$ cat src/ptg_pkg.sv
package ptg_pkg;
    // ------------------------------------------------------------
    // Register offsets
    // ------------------------------------------------------------
    localparam logic [11:0] OFF_DONE = 12'h524;
    localparam logic [11:0] OFF_IRQ = 12'h528;
    localparam logic [11:0] OFF_CTRL = 12'h52c;
    localparam logic [11:0] OFF_NS = 12'h530;
    localparam logic [11:0] OFF_S = 12'h534;

    // ------------------------------------------------------------
    // Control/status field positions
    // ------------------------------------------------------------
    localparam int B_OUT_SEL = 8;
    localparam int B_PIN_IN = 7;
    localparam int B_DIR = 6;
    localparam int B_CIRQ_EN = 5;
    localparam int B_ACTIVE = 4;
    localparam int B_TEN = 3;
    localparam int B_TCLR = 2;
    localparam int B_CEN = 1;
    localparam int B_CCLR = 0;
    localparam int B_TIRQ_LO = 16;
    localparam int NS_W = 30;

    // ------------------------------------------------------------
    // Reset values
    // ------------------------------------------------------------
    localparam logic [31:0] RST_TGT_S = 32'h0000_0000;
    localparam logic [29:0] RST_TGT_NS = 30'h0000_0000;
    localparam logic RST_BIT = 1'b0;
endpackage

$ cat src/ptg_trig_unit.sv
`timescale 1ns/10ps
module ptg_trig_unit
    import ptg_pkg::*;
(
    // Clock and reset
    input wire logic clock,
    input wire logic rst_n,
    // Software commands
    input wire logic start,
    input wire logic stop,
    input wire logic soft_clear,
    input wire logic ns_wr,
    input wire logic s_wr,
    input wire logic [31:0] wdata,
    // Precision time
    input wire logic [31:0] now_s,
    input wire logic [NS_W-1:0] now_ns,
    // Unit state
    output logic en_r,
    output logic hit,
    output logic fire_r,
    output logic [NS_W-1:0] tgt_ns_r,
    output logic [31:0] tgt_s_r
);
    assign hit = en_r && ({now_s, now_ns} >= {tgt_s_r, tgt_ns_r});

    always_ff @(posedge clock or negedge rst_n) begin
        if (!rst_n) begin
            en_r <= RST_BIT;
        end else if (soft_clear || hit) begin
            en_r <= 1'b0;
        end else if (start) begin
            en_r <= 1'b1;
        end else if (stop) begin
            en_r <= 1'b0;
        end
    end

    always_ff @(posedge clock or negedge rst_n) begin
        if (!rst_n) begin
            fire_r <= 1'b0;
        end else begin
            fire_r <= hit && !soft_clear;
        end
    end

    always_ff @(posedge clock or negedge rst_n) begin
        if (!rst_n) begin
            tgt_ns_r <= RST_TGT_NS;
            tgt_s_r <= RST_TGT_S;
        end else if (soft_clear) begin
            tgt_ns_r <= RST_TGT_NS;
            tgt_s_r <= RST_TGT_S;
        end else begin
            if (ns_wr) begin
                tgt_ns_r <= wdata[NS_W-1:0];
            end
            if (s_wr) begin
                tgt_s_r <= wdata;
            end
        end
    end
endmodule

$ cat src/ptg_ctrl.sv
`timescale 1ns/10ps
module ptg_ctrl
    import ptg_pkg::*;
#(
    parameter int NUM_TRIG = 3,
    parameter int NUM_CAP = 2,
    parameter int CNT_W = 4
) (
    // Clock and reset
    input wire logic clock,
    input wire logic nrst,
    // Register port
    input wire logic reg_wr_en,
    input wire logic reg_rd_en,
    input wire logic [11:0] reg_addr,
    input wire logic [31:0] reg_wdata,
    output logic [31:0] reg_rdata_r,
    // Unit index pointers
    input wire logic [1:0] trig_index,
    input wire logic cap_index,
    // Precision time and per-unit options
    input wire logic [31:0] ptp_sec,
    input wire logic [NS_W-1:0] ptp_nsec,
    input wire logic [NUM_TRIG-1:0] trig_notify,
    // Pin
    input wire logic pin_in,
    output logic pin_out_r,
    output logic pin_oe_r,
    // Summary interrupt
    output logic irq_r
);
    // ------------------------------------------------------------
    // Reset release
    // ------------------------------------------------------------
    logic rst_a_r, rst_n;
    always_ff @(posedge clock or negedge nrst) begin
        if (!nrst) begin
            rst_a_r <= 1'b0;
            rst_n <= 1'b0;
        end else begin
            rst_a_r <= 1'b1;
            rst_n <= rst_a_r;
        end
    end

    // ------------------------------------------------------------
    // Decode
    // ------------------------------------------------------------
    logic ctrl_wr, done_wr, irq_wr, pin_in_d_r, cap_evt;
    logic out_sel_r, pin_dir_r;
    logic [31:0] rd_nxt;
    logic [NUM_TRIG-1:0] t_en, t_hit, t_fire, trig_done_r;
    logic [NS_W-1:0] t_ns [NUM_TRIG];
    logic [31:0] t_s [NUM_TRIG];
    logic [NUM_CAP-1:0] cap_en_r, cap_rdy_r, cap_ovf_r, cap_irq_en_r, cap_irq_r;
    logic [CNT_W-1:0] cap_cnt_r [NUM_CAP];
    assign ctrl_wr = reg_wr_en && reg_addr == OFF_CTRL;
    assign done_wr = reg_wr_en && reg_addr == OFF_DONE;
    assign irq_wr = reg_wr_en && reg_addr == OFF_IRQ;
    // ------------------------------------------------------------
    // Global pin controls
    // ------------------------------------------------------------
    always_ff @(posedge clock or negedge rst_n) begin
        if (!rst_n) begin
            out_sel_r <= RST_BIT;
            pin_dir_r <= RST_BIT;
        end else if (ctrl_wr) begin
            out_sel_r <= reg_wdata[B_OUT_SEL];
            pin_dir_r <= reg_wdata[B_DIR];
        end
    end

    // ------------------------------------------------------------
    // Trigger units
    // ------------------------------------------------------------
    for (genvar i = 0; i < NUM_TRIG; i++) begin : g_trig
        logic sel;
        assign sel = trig_index == 2'(i);
        ptg_trig_unit u_unit (
            .clock(clock),
            .rst_n(rst_n),
            .start(ctrl_wr && sel && reg_wdata[B_TEN]),
            .stop(ctrl_wr && sel && !reg_wdata[B_TEN]),
            .soft_clear(ctrl_wr && sel && reg_wdata[B_TCLR]),
            .ns_wr(reg_wr_en && reg_addr == OFF_NS && sel),
            .s_wr(reg_wr_en && reg_addr == OFF_S && sel),
            .wdata(reg_wdata),
            .now_s(ptp_sec),
            .now_ns(ptp_nsec),
            .en_r(t_en[i]),
            .hit(t_hit[i]),
            .fire_r(t_fire[i]),
            .tgt_ns_r(t_ns[i]),
            .tgt_s_r(t_s[i])
        );
        always_ff @(posedge clock or negedge rst_n) begin
            if (!rst_n) begin
                trig_done_r[i] <= 1'b0;
            end else if (t_fire[i] && trig_notify[i]) begin
                trig_done_r[i] <= 1'b1;
            end else if ((done_wr && reg_wdata[i]) || (irq_wr && reg_wdata[B_TIRQ_LO+i])) begin
                trig_done_r[i] <= 1'b0;
            end
        end
    end
    // ------------------------------------------------------------
    // Pin output
    // ------------------------------------------------------------
    // path select
    always_ff @(posedge clock or negedge rst_n) begin
        if (!rst_n) begin
            pin_out_r <= 1'b0;
        end else if (pin_dir_r) begin
            pin_out_r <= 1'b0;
        end else begin
            pin_out_r <= out_sel_r ? |t_hit : |t_fire;
        end
    end
    always_ff @(posedge clock or negedge rst_n) begin
        if (!rst_n) begin
            pin_oe_r <= 1'b0;
        end else begin
            pin_oe_r <= !pin_dir_r;
        end
    end
    // ------------------------------------------------------------
    // Capture units
    // ------------------------------------------------------------
    always_ff @(posedge clock or negedge rst_n) begin
        if (!rst_n) begin
            pin_in_d_r <= 1'b0;
        end else begin
            pin_in_d_r <= pin_in;
        end
    end
    assign cap_evt = pin_dir_r && pin_in && !pin_in_d_r;
    for (genvar j = 0; j < NUM_CAP; j++) begin : g_cap
        logic wr, clr, hitc;
        assign wr = ctrl_wr && cap_index == 1'(j);
        assign clr = wr && reg_wdata[B_CCLR];
        assign hitc = cap_en_r[j] && cap_evt;
        always_ff @(posedge clock or negedge rst_n) begin
            if (!rst_n) begin
                cap_en_r[j] <= RST_BIT;
                cap_irq_en_r[j] <= RST_BIT;
            end else if (clr) begin
                cap_en_r[j] <= RST_BIT;
                cap_irq_en_r[j] <= RST_BIT;
            end else if (wr) begin
                cap_en_r[j] <= reg_wdata[B_CEN];
                cap_irq_en_r[j] <= reg_wdata[B_CIRQ_EN];
            end
        end
        always_ff @(posedge clock or negedge rst_n) begin
            if (!rst_n) begin
                cap_cnt_r[j] <= '0;
            end else if (clr || (wr && reg_wdata[B_CEN])) begin
                cap_cnt_r[j] <= '0;
            end else if (hitc && cap_cnt_r[j] != '1) begin
                cap_cnt_r[j] <= cap_cnt_r[j] + 1'b1;
            end
        end
        always_ff @(posedge clock or negedge rst_n) begin
            if (!rst_n) begin
                cap_rdy_r[j] <= 1'b0;
                cap_ovf_r[j] <= 1'b0;
            end else if (clr || (wr && !reg_wdata[B_CEN])) begin
                cap_rdy_r[j] <= 1'b0;
                cap_ovf_r[j] <= 1'b0;
            end else if (hitc) begin
                cap_rdy_r[j] <= 1'b1;
                if (cap_cnt_r[j] == '1) begin
                    cap_ovf_r[j] <= 1'b1;
                end
            end
        end
        always_ff @(posedge clock or negedge rst_n) begin
            if (!rst_n) begin
                cap_irq_r[j] <= 1'b0;
            end else if (hitc && cap_irq_en_r[j]) begin
                cap_irq_r[j] <= 1'b1;
            end else if (irq_wr && reg_wdata[j]) begin
                cap_irq_r[j] <= 1'b0;
            end
        end
    end

    // ------------------------------------------------------------
    // Summary interrupt
    // ------------------------------------------------------------
    // OR of status
    always_ff @(posedge clock or negedge rst_n) begin
        if (!rst_n) begin
            irq_r <= 1'b0;
        end else begin
            irq_r <= |{trig_done_r, cap_irq_r};
        end
    end

    // ------------------------------------------------------------
    // Read data
    // ------------------------------------------------------------
    always_comb begin
        rd_nxt = 32'h0;
        unique case (reg_addr)
            OFF_CTRL: begin
                rd_nxt[B_OUT_SEL] = out_sel_r;
                rd_nxt[B_PIN_IN] = pin_in;
                rd_nxt[B_DIR] = pin_dir_r;
                rd_nxt[B_CIRQ_EN] = cap_irq_en_r[cap_index];
                rd_nxt[B_CEN] = cap_en_r[cap_index];
                if (32'(trig_index) < NUM_TRIG) begin
                    rd_nxt[B_ACTIVE] = t_en[trig_index];
                    rd_nxt[B_TEN] = t_en[trig_index];
                end
            end
            OFF_NS: begin
                if (32'(trig_index) < NUM_TRIG) begin
                    rd_nxt[NS_W-1:0] = t_ns[trig_index];
                end
            end
            OFF_S: begin
                if (32'(trig_index) < NUM_TRIG) begin
                    rd_nxt = t_s[trig_index];
                end
            end
            OFF_DONE: rd_nxt[NUM_TRIG-1:0] = trig_done_r;
            OFF_IRQ: begin
                rd_nxt[B_TIRQ_LO +: NUM_TRIG] = trig_done_r;
                rd_nxt[NUM_CAP-1:0] = cap_irq_r;
            end
            default: rd_nxt = 32'h0;
        endcase
    end

    always_ff @(posedge clock or negedge rst_n) begin
        if (!rst_n) begin
            reg_rdata_r <= 32'h0;
        end else if (reg_rd_en) begin
            reg_rdata_r <= rd_nxt;
        end
    end
endmodule

$ cat config.mk
export PLATFORM = sky130hd
export DESIGN_NAME = ptg_ctrl
export DESIGN_NICKNAME = d
export VERILOG_FILES = /design/src/ptg_pkg.sv /design/src/ptg_trig_unit.sv /design/src/ptg_ctrl.sv
export SDC_FILE = /design/constraint.sdc
export NUM_CORES = 1
export LEC_CHECK = 0
export BUFFER_PORTS_ARGS = -buffer_cell sky130_fd_sc_hd__buf_2
export CORE_ASPECT_RATIO = 1.75
export CORE_MARGIN = 3
export CORE_UTILIZATION = 45
export CTS_CLUSTER_SIZE = 8
export DETAILED_ROUTE_END_ITERATION = 7
export GPL_TIMING_DRIVEN = 0
export PLACE_DENSITY = 0.59
export SYNTH_ARGS = -nofsm -noshare
export SYNTH_HDL_FRONTEND = slang
export SYNTH_HIERARCHICAL = 1
export SYNTH_SLANG_ARGS = --single-unit
$ cat constraint.sdc
create_clock -name clock -period 9.12 [get_ports clock]
set_clock_uncertainty 0.1 [all_clocks]
set_input_delay 0.912 -clock clock [delete_from_list [all_inputs] [get_ports clock]]
set_output_delay 0.912 -clock clock [all_outputs]
set_load 0.02 [all_outputs]
==> results of run 1 <==
stage by stage:
step           cell area (µm²)  setup WS, ns  std cells  hold slack, ns
2_1_floorplan            16210         1.807       1742          0.2312
3_3_place_gp             17530        -1.415       2355          0.2372
3_5_place_dp             17620         5.118       2358          0.2420
4_1_cts                  18600         5.641       2400         0.04791
5_1_grt                  18600         5.497       2400         0.05777
6_report                 18600         5.546       2401         0.06210
synthesized netlist by cell type, types with 3 or more instances:
master | count | area [µm²]
buf_2 | 27 | 135.1
nand3b_1 | 6 | 45.04
a2bb2oi_1 | 8 | 70.07
a31oi_1 | 4 | 25.02
mux2i_1 | 250 | 2502
a22o_1 | 13 | 113.9
nor2b_1 | 13 | 81.33
a41oi_2 | 3 | 48.80
inv_1 | 213 | 799.5
nand4_1 | 35 | 219.0
a211oi_1 | 13 | 97.59
nand2_1 | 84 | 315.3
a221oi_1 | 7 | 61.31
nor4_1 | 5 | 31.28
o2bb2ai_1 | 12 | 105.1
nand2b_1 | 7 | 43.79
nand3_2 | 4 | 40.04
or4_1 | 6 | 45.04
a211o_1 | 3 | 26.28
nor3_2 | 5 | 50.05
mux2_2 | 4 | 45.04
a21oi_2 | 3 | 26.28
clkbuf_1 | 40 | 150.1
a21o_1 | 19 | 142.6
nor2_1 | 239 | 897.1
o21ai_1 | 6 | 30.03
a2111oi_0 | 3 | 26.28
buf_4 | 5 | 37.54
ha_1 | 186 | 2327
nand4_2 | 3 | 37.54
buf_1 | 9 | 33.78
a22oi_1 | 21 | 157.7
and3_1 | 4 | 25.02
and4_1 | 3 | 26.28
dfrtp_1 | 241 | 6031
o21ai_0 | 75 | 375.4
a21oi_1 | 87 | 435.4
nor3_1 | 19 | 95.09
nand3_1 | 30 | 150.1
layer usage:
layer  part of all wire, %  track usage (%)  wire, µm
met1                    36            33.15     21060
met3                   4.7            3.383      2732
met2                    53            55.33     30880
met5                 0.019                0        11
met4                   6.4            16.52      3743
power breakdown:
| part | switching, mW | internal [mW] | leakage [nW] | total, mW |
|---|---|---|---|---|
| combinational | 0.169 | 0.0886 | 4.44 | 0.258 |
| sequential | 0.00747 | 1.08 | 3.34 | 1.08 |
| clock | 0.497 | 0.733 | 0.484 | 1.23 |
final timing paths:
| check | startpoint | to | slack [ns] | cells past startpoint |
|---|---|---|---|---|
| worst max-delay path | reg_addr[4] | g_trig[0].u_unit/tgt_ns_r[11] | 5.55 | 9 |
| worst min-delay path | nrst | rst_n | 0.06 | 1 |
| worst max register to register | g_trig[0].u_unit/tgt_ns_r[15] | pin_out_r | 6.06 | 10 |
| worst min register to register | rst_a_r | rst_n | 0.25 | 0 |
| max in group asynchronous | rst_n | g_trig[0].u_unit/tgt_s_r[30] | 7.44 | 2 |
| min in group clock | rst_a_r | rst_n | 0.25 | 0 |
area by class of cell:
type	instances	share of cell area, %
multi-input combinational	1207	48.50
sequential	241	32.44
clock buffer	39	5.132
timing repair buffer	151	4.426
inverter	213	4.298
tap	465	3.128
buffer	81	1.917
clock inverter	3	0.1413
antenna	1	0.01345
registers in the layout, summed over array words and instances (netlist names):
register	cells
pin_out_r	1
cap_irq_r	2
pin_in_d_r	1
g_trig.u_unit/en_r	3
pin_oe_r	1
out_sel_r	1
rst_n	1
cap_en_r	2
g_trig.u_unit/tgt_ns_r	90
cap_irq_en_r	2
irq_r	1
g_trig.u_unit/tgt_s_r	96
trig_done_r	3
rst_a_r	1
pin_dir_r	1
g_trig.u_unit/fire_r	3
reg_rdata_r	32
cell families after synthesis:
group,Yosys count,share of synthesized area (%)
and+or+nand+nor,479,14.22
buffers and inverters,294,7.132
AOI/OAI and AO/OA,285,11.16
muxes,256,15.90
DFF,241,37.21
adders and majority gates,186,14.36
other,1,0.02313
==> reports/qor.yml, run 1 <==
gp_congestion: 0.9370
cts_sinks: 241
syn_nets: 2045
htreeDepth: 2
yosysSeqAreaShare_pct: 37.21
port_buffers: 148
rsz0062_at_grt: "false"
maxCapViolCount: 0
status: "finished clean"
wl_per_cell_um: 24.33
max_stage_delay_ns: 0.80
grt_first_pass_wirelength_um: 86650
min_period_ns: 3.574
worst_pin_slew_ns: 1.053
p_total_mw: 2.571
hold_path.class: "primary input to async pin"
die_area_um2: 38420
drive_above_1_share_pct: 13.39
endpoint_kind: "flop"
core_area_um2: 35410
start_util_pct: 45.78
cts_tree: "built"
cts.repair.resized: 0
fmaxAchievable_mhz: 279.8
p_per_area_nw_per_um2: 138.2
path_clk_slew_ns: 0.05
tns_ns: 0
critical_path_class: "primary input to flop"
drc: 0
cts_buffer_depth: 3
synthDistinctLibCells: 59
first_global_vias: 14380
numCtsBuffers: 36
antenna_found_initial: 2
ys_ff_latch: 241
setup_viol: 0
drt_first_pass_iters: 6
via_per_inst: 5.714
crit_buf_inv: 3
ys_warn_count: 6
ant_nets: 0
fin_util_pct: 52.53
synthesis.area_um2: 16210
crit_required_ns: 9.36
synthFlopType: "dfrtp_1"
drt-initial-drc-count: 847
cts_root_buffer: "clkbuf_16"
final_common_cell: "mux2i_1"
clk-insertion-delay-late_ns: 0.53
min_period_over_period_pct: 39.19
final-max-slew-violation-count: 0
finalNetCount: 2234
die_h_um: 257.1
dpl.hpwl_um: 45120
die_w_um: 149.5
syn_area_per_cell_um2: 9.305
crit_family: "simple AND/OR/NAND/NOR gates"
final.fill_count: 3377
cp_slowest_cell: "clkbuf_1"
synth_cells: 1742
pin_count: 152
multi_input_area_um2: 9022
num_vias: 13720
hold_viol_final: 0
cts-hold-fix-buffers: 0
cp-start-kind: "primary input"
seq_area_um2: 6035
routed_wirelength_um: 58420
final_cell_mix: "250 x mux2i_1, 240 x dfrtp_1, 239 x nor2_1, 213 x inv_1, 186 x ha_1"
peakVddDrop_uv: 110.1
cts_setup_buffers: 0
arrival_ns: 3.82
grt_start_max_net_pins: 69
rows: 91
timing.slew.headroom_pct: 29.82
crit_path_frequent_cell: "clkbuf_1"
area_delta_synth_final_pct: 14.76
worstPathMaxFanout: 10
async_flop_share_pct: 100.0
synth_edf_count: 0
crit_chain: "buf_2, nor4b_4, nand4_4, nor2_8, nand2_1, nor3_1, clkbuf_1, clkbuf_1, nor2_1"
grt-ovfl-total: 0
gr-usage-all-layers_pct: 30.08
leakage_nw: 8.271
Note: power is estimated with default switching activity, not from simulation.
==> run 2, diff against run 1 <==
==> constraint.sdc (replaced) <==
create_clock -name clock -period 3.4 [get_ports clock]
set_clock_uncertainty 0.1 [all_clocks]
set_input_delay 0.34 -clock clock [delete_from_list [all_inputs] [get_ports clock]]
set_output_delay 0.34 -clock clock [all_outputs]
set_load 0.02 [all_outputs]
==> run 2 against run 1 <==
Effect of this change: clock-buffer cell count is the same; critical path depth grew 1; final cell count grew 0.17%; combinational power grew to 2.7 times the previous value; sequential cell count is the same; die area is the same; register-to-register slack lost 5.7 ns; via count grew 0.37%.
==> reports/qor.yml, run 2 (same netlist as run 1, synthesis figures left out) <==
finalNetCount: 2239  # +0.22%
path_clk_slew_ns: 0.05  # about the same
cp-start-kind: "flop"
grt_first_pass_wirelength_um: 87020  # +0.42%
core_area_um2: 35410  # unchanged
cts_sinks: 241  # unchanged
r2r_cells: 10  # unchanged
htreeDepth: 2  # unchanged
die_w_um: 149.5  # unchanged
routed_wirelength_um: 58560  # +0.23%
top_register: "g_trig.u_unit/tgt_s_r"
worstHoldPathCells: 3
critical_path_class: "flop to flop"
setup_ws_ns: 0.3464  # -5.200 ns
area_delta_synth_final_pct: 14.90
via_per_inst: 5.726  # +0.20%
gr-usage-all-layers_pct: 30.22  # +0.14 points
leakage_nw: 8.273  # about the same
clk-insertion-delay-late_ns: 0.52  # about the same
hold_path.class: "primary input to flop"
stdcell_count: 2405  # +0.17%
num_vias: 13770  # +0.37%
fin_area_um2: 18620  # +0.12%
worstPathMaxFanout: 3  # -7
min_from: "reg_wdata[30]"
hold_viol_final: 0  # unchanged
drc: 0  # unchanged
rows: 91  # unchanged
final_common_cell: "mux2i_1"
drive_above_1_share_pct: 13.26  # -0.12 points
fmaxAchievable_mhz: 327.5
die_area_um2: 38420  # unchanged
grt_start_max_net_pins: 67  # -2.9%
status: "finished clean"
holdWs_ns: 0.02356  # -0.03853 ns
peakVddDrop_uv: 317.1  # +190%
start_util_pct: 45.78  # unchanged
cts_root_buffer: "clkbuf_16"
numCtsBuffers: 36  # unchanged
arrival_ns: 3.33  # -0.49 ns
drt-initial-drc-count: 804  # -5.1%
die_h_um: 257.1  # unchanged
worst_pin_slew_ns: 1.099  # +0.04672 ns
endpoint_kind: "flop"
cts_tree: "built"
maxCapViolCount: 0  # unchanged
port_buffers: 148  # unchanged
p_per_area_nw_per_um2: 366.8  # +170%
cts_buffer_depth: 3  # unchanged
pin_count: 152  # unchanged
pre_cts_ws_ns: -0.01145  # -5.129 ns
crit_required_ns: 3.68  # -5.68 ns
placed_area_um2: 17620  # unchanged
antenna_found_initial: 3  # +1
timing.slew.headroom_pct: 26.70  # -3.1 points
gp_congestion: 0.9401  # +0.33%
r2r-start: "g_trig[0].u_unit/tgt_s_r[1]"
final-max-slew-violation-count: 0  # unchanged
largest_register_ff_count: 96  # unchanged
tns_ns: 0  # unchanged
grt-ovfl-total: 0  # unchanged
ant_nets: 0  # unchanged
min_to: "g_trig[2].u_unit/tgt_s_r[30]"
first_global_vias: 14360  # -0.15%
min_period_over_period_pct: 89.81
rsz0062_at_grt: "false"
largestRegisters: "g_trig.u_unit/tgt_s_r x96, g_trig.u_unit/tgt_ns_r x90, reg_rdata_r x32"
min_period_ns: 3.054
setup_viol: 0  # unchanged
dpl.hpwl_um: 45200  # +0.18%
rrSetupSlack_ns: 0.35  # -5.71 ns
wl_per_cell_um: 24.35  # about the same
final_cell_mix: "250 x mux2i_1, 240 x dfrtp_1, 239 x nor2_1, 213 x inv_1, 186 x ha_1"
regToRegEndpoint: "pin_out_r"
drt_first_pass_iters: 5  # -1
dp.cells: 2358  # unchanged
-- run 2: cell types whose count changed in the layout (fill, tap and decap cells not counted), sizes merged --
cell,before,now
clkinv,3,0
clkinvlp,0,1
diode,1,2
dlygate4sd3,0,5
-- run 2: where the power goes --
| group | leakage, nW | internal (mW) | switching (mW) | total [mW] |
|---|---|---|---|---|
| sequential | 3.34 | 2.89 | 0.0222 | 2.91 |
| clock | 0.464 | 1.93 | 1.30 | 3.23 |
| combinational | 4.46 | 0.241 | 0.453 | 0.694 |
| total | 8.27 | 5.06 | 1.77 | 6.83 |
-- run 2: through the flow --
| stage | power [mW] | util (%) |
|---|---|---|
| finish | 6.832 | 52.60 |
| global route | 7.062 | 52.59 |
| CTS | 6.889 | 52.58 |
| detailed placement | 3.642 | 49.75 |
| global placement | 3.614 | 49.52 |
| floorplan | 3.296 | - |
-- run 2: repair_timing --
| item | CTS | global route |
|---|---|---|
| endpoints found under the hold margin | 6 | 0 |
| gates resized for setup | 0 | 0 |
| hold buffers | 5 | 0 |
| buffers inserted | 0 | 0 |
-- run 2: routing by layer --
metal  GRT usage (%)  up-vias  routed length [µm]
met5               0        -                  15
met3           4.299      197                3008
met2           54.47      454               30130
met1           32.40     6710               20910
li1                -     6408                   -
met4           19.57        2                4490
-- run 2: how the worst max path moves through the flow --
| stage | cells after the start | slack [ns] | to | from |
|---|---|---|---|---|
| after floorplan | 0 | 0.87 | cap_en_r[0] | rst_n |
| after global placement | 0 | -0.18 | irq_r | rst_n |
| after detailed placement | 9 | -0.01 | g_trig[0].u_unit/tgt_ns_r[13] | reg_addr[4] |
| after CTS | 10 | 0.29 | pin_out_r | g_trig[0].u_unit/tgt_s_r[1] |
| after global routing | 10 | 0.26 | pin_out_r | g_trig[0].u_unit/tgt_s_r[6] |
| final | 10 | 0.35 | pin_out_r | g_trig[0].u_unit/tgt_s_r[1] |
-- run 2: area by class of cell --
class                      count  area (µm²)
antenna                        2       5.005
buffer                        81       356.6
clock buffer                  39       943.4
clock inverter                 1       7.507
fill                        3352       16790
inverter                     213       799.5
multi-input combinational   1207        9022
sequential                   241        6035
tap                          465       581.8
timing repair buffer         156       873.3
-- run 2: worst max-delay path: stages, from the launching register on --
cell,delay [ns]
dfrtp_1,0.38
inv_1,0.06
ha_1,0.28
a21oi_1,0.14
o21ai_0,0.14
a221oi_1,0.66
nor2_1,0.08
a31oi_1,0.20
a41oi_2,0.19
nor4b_1,0.59
nor3_1,0.10
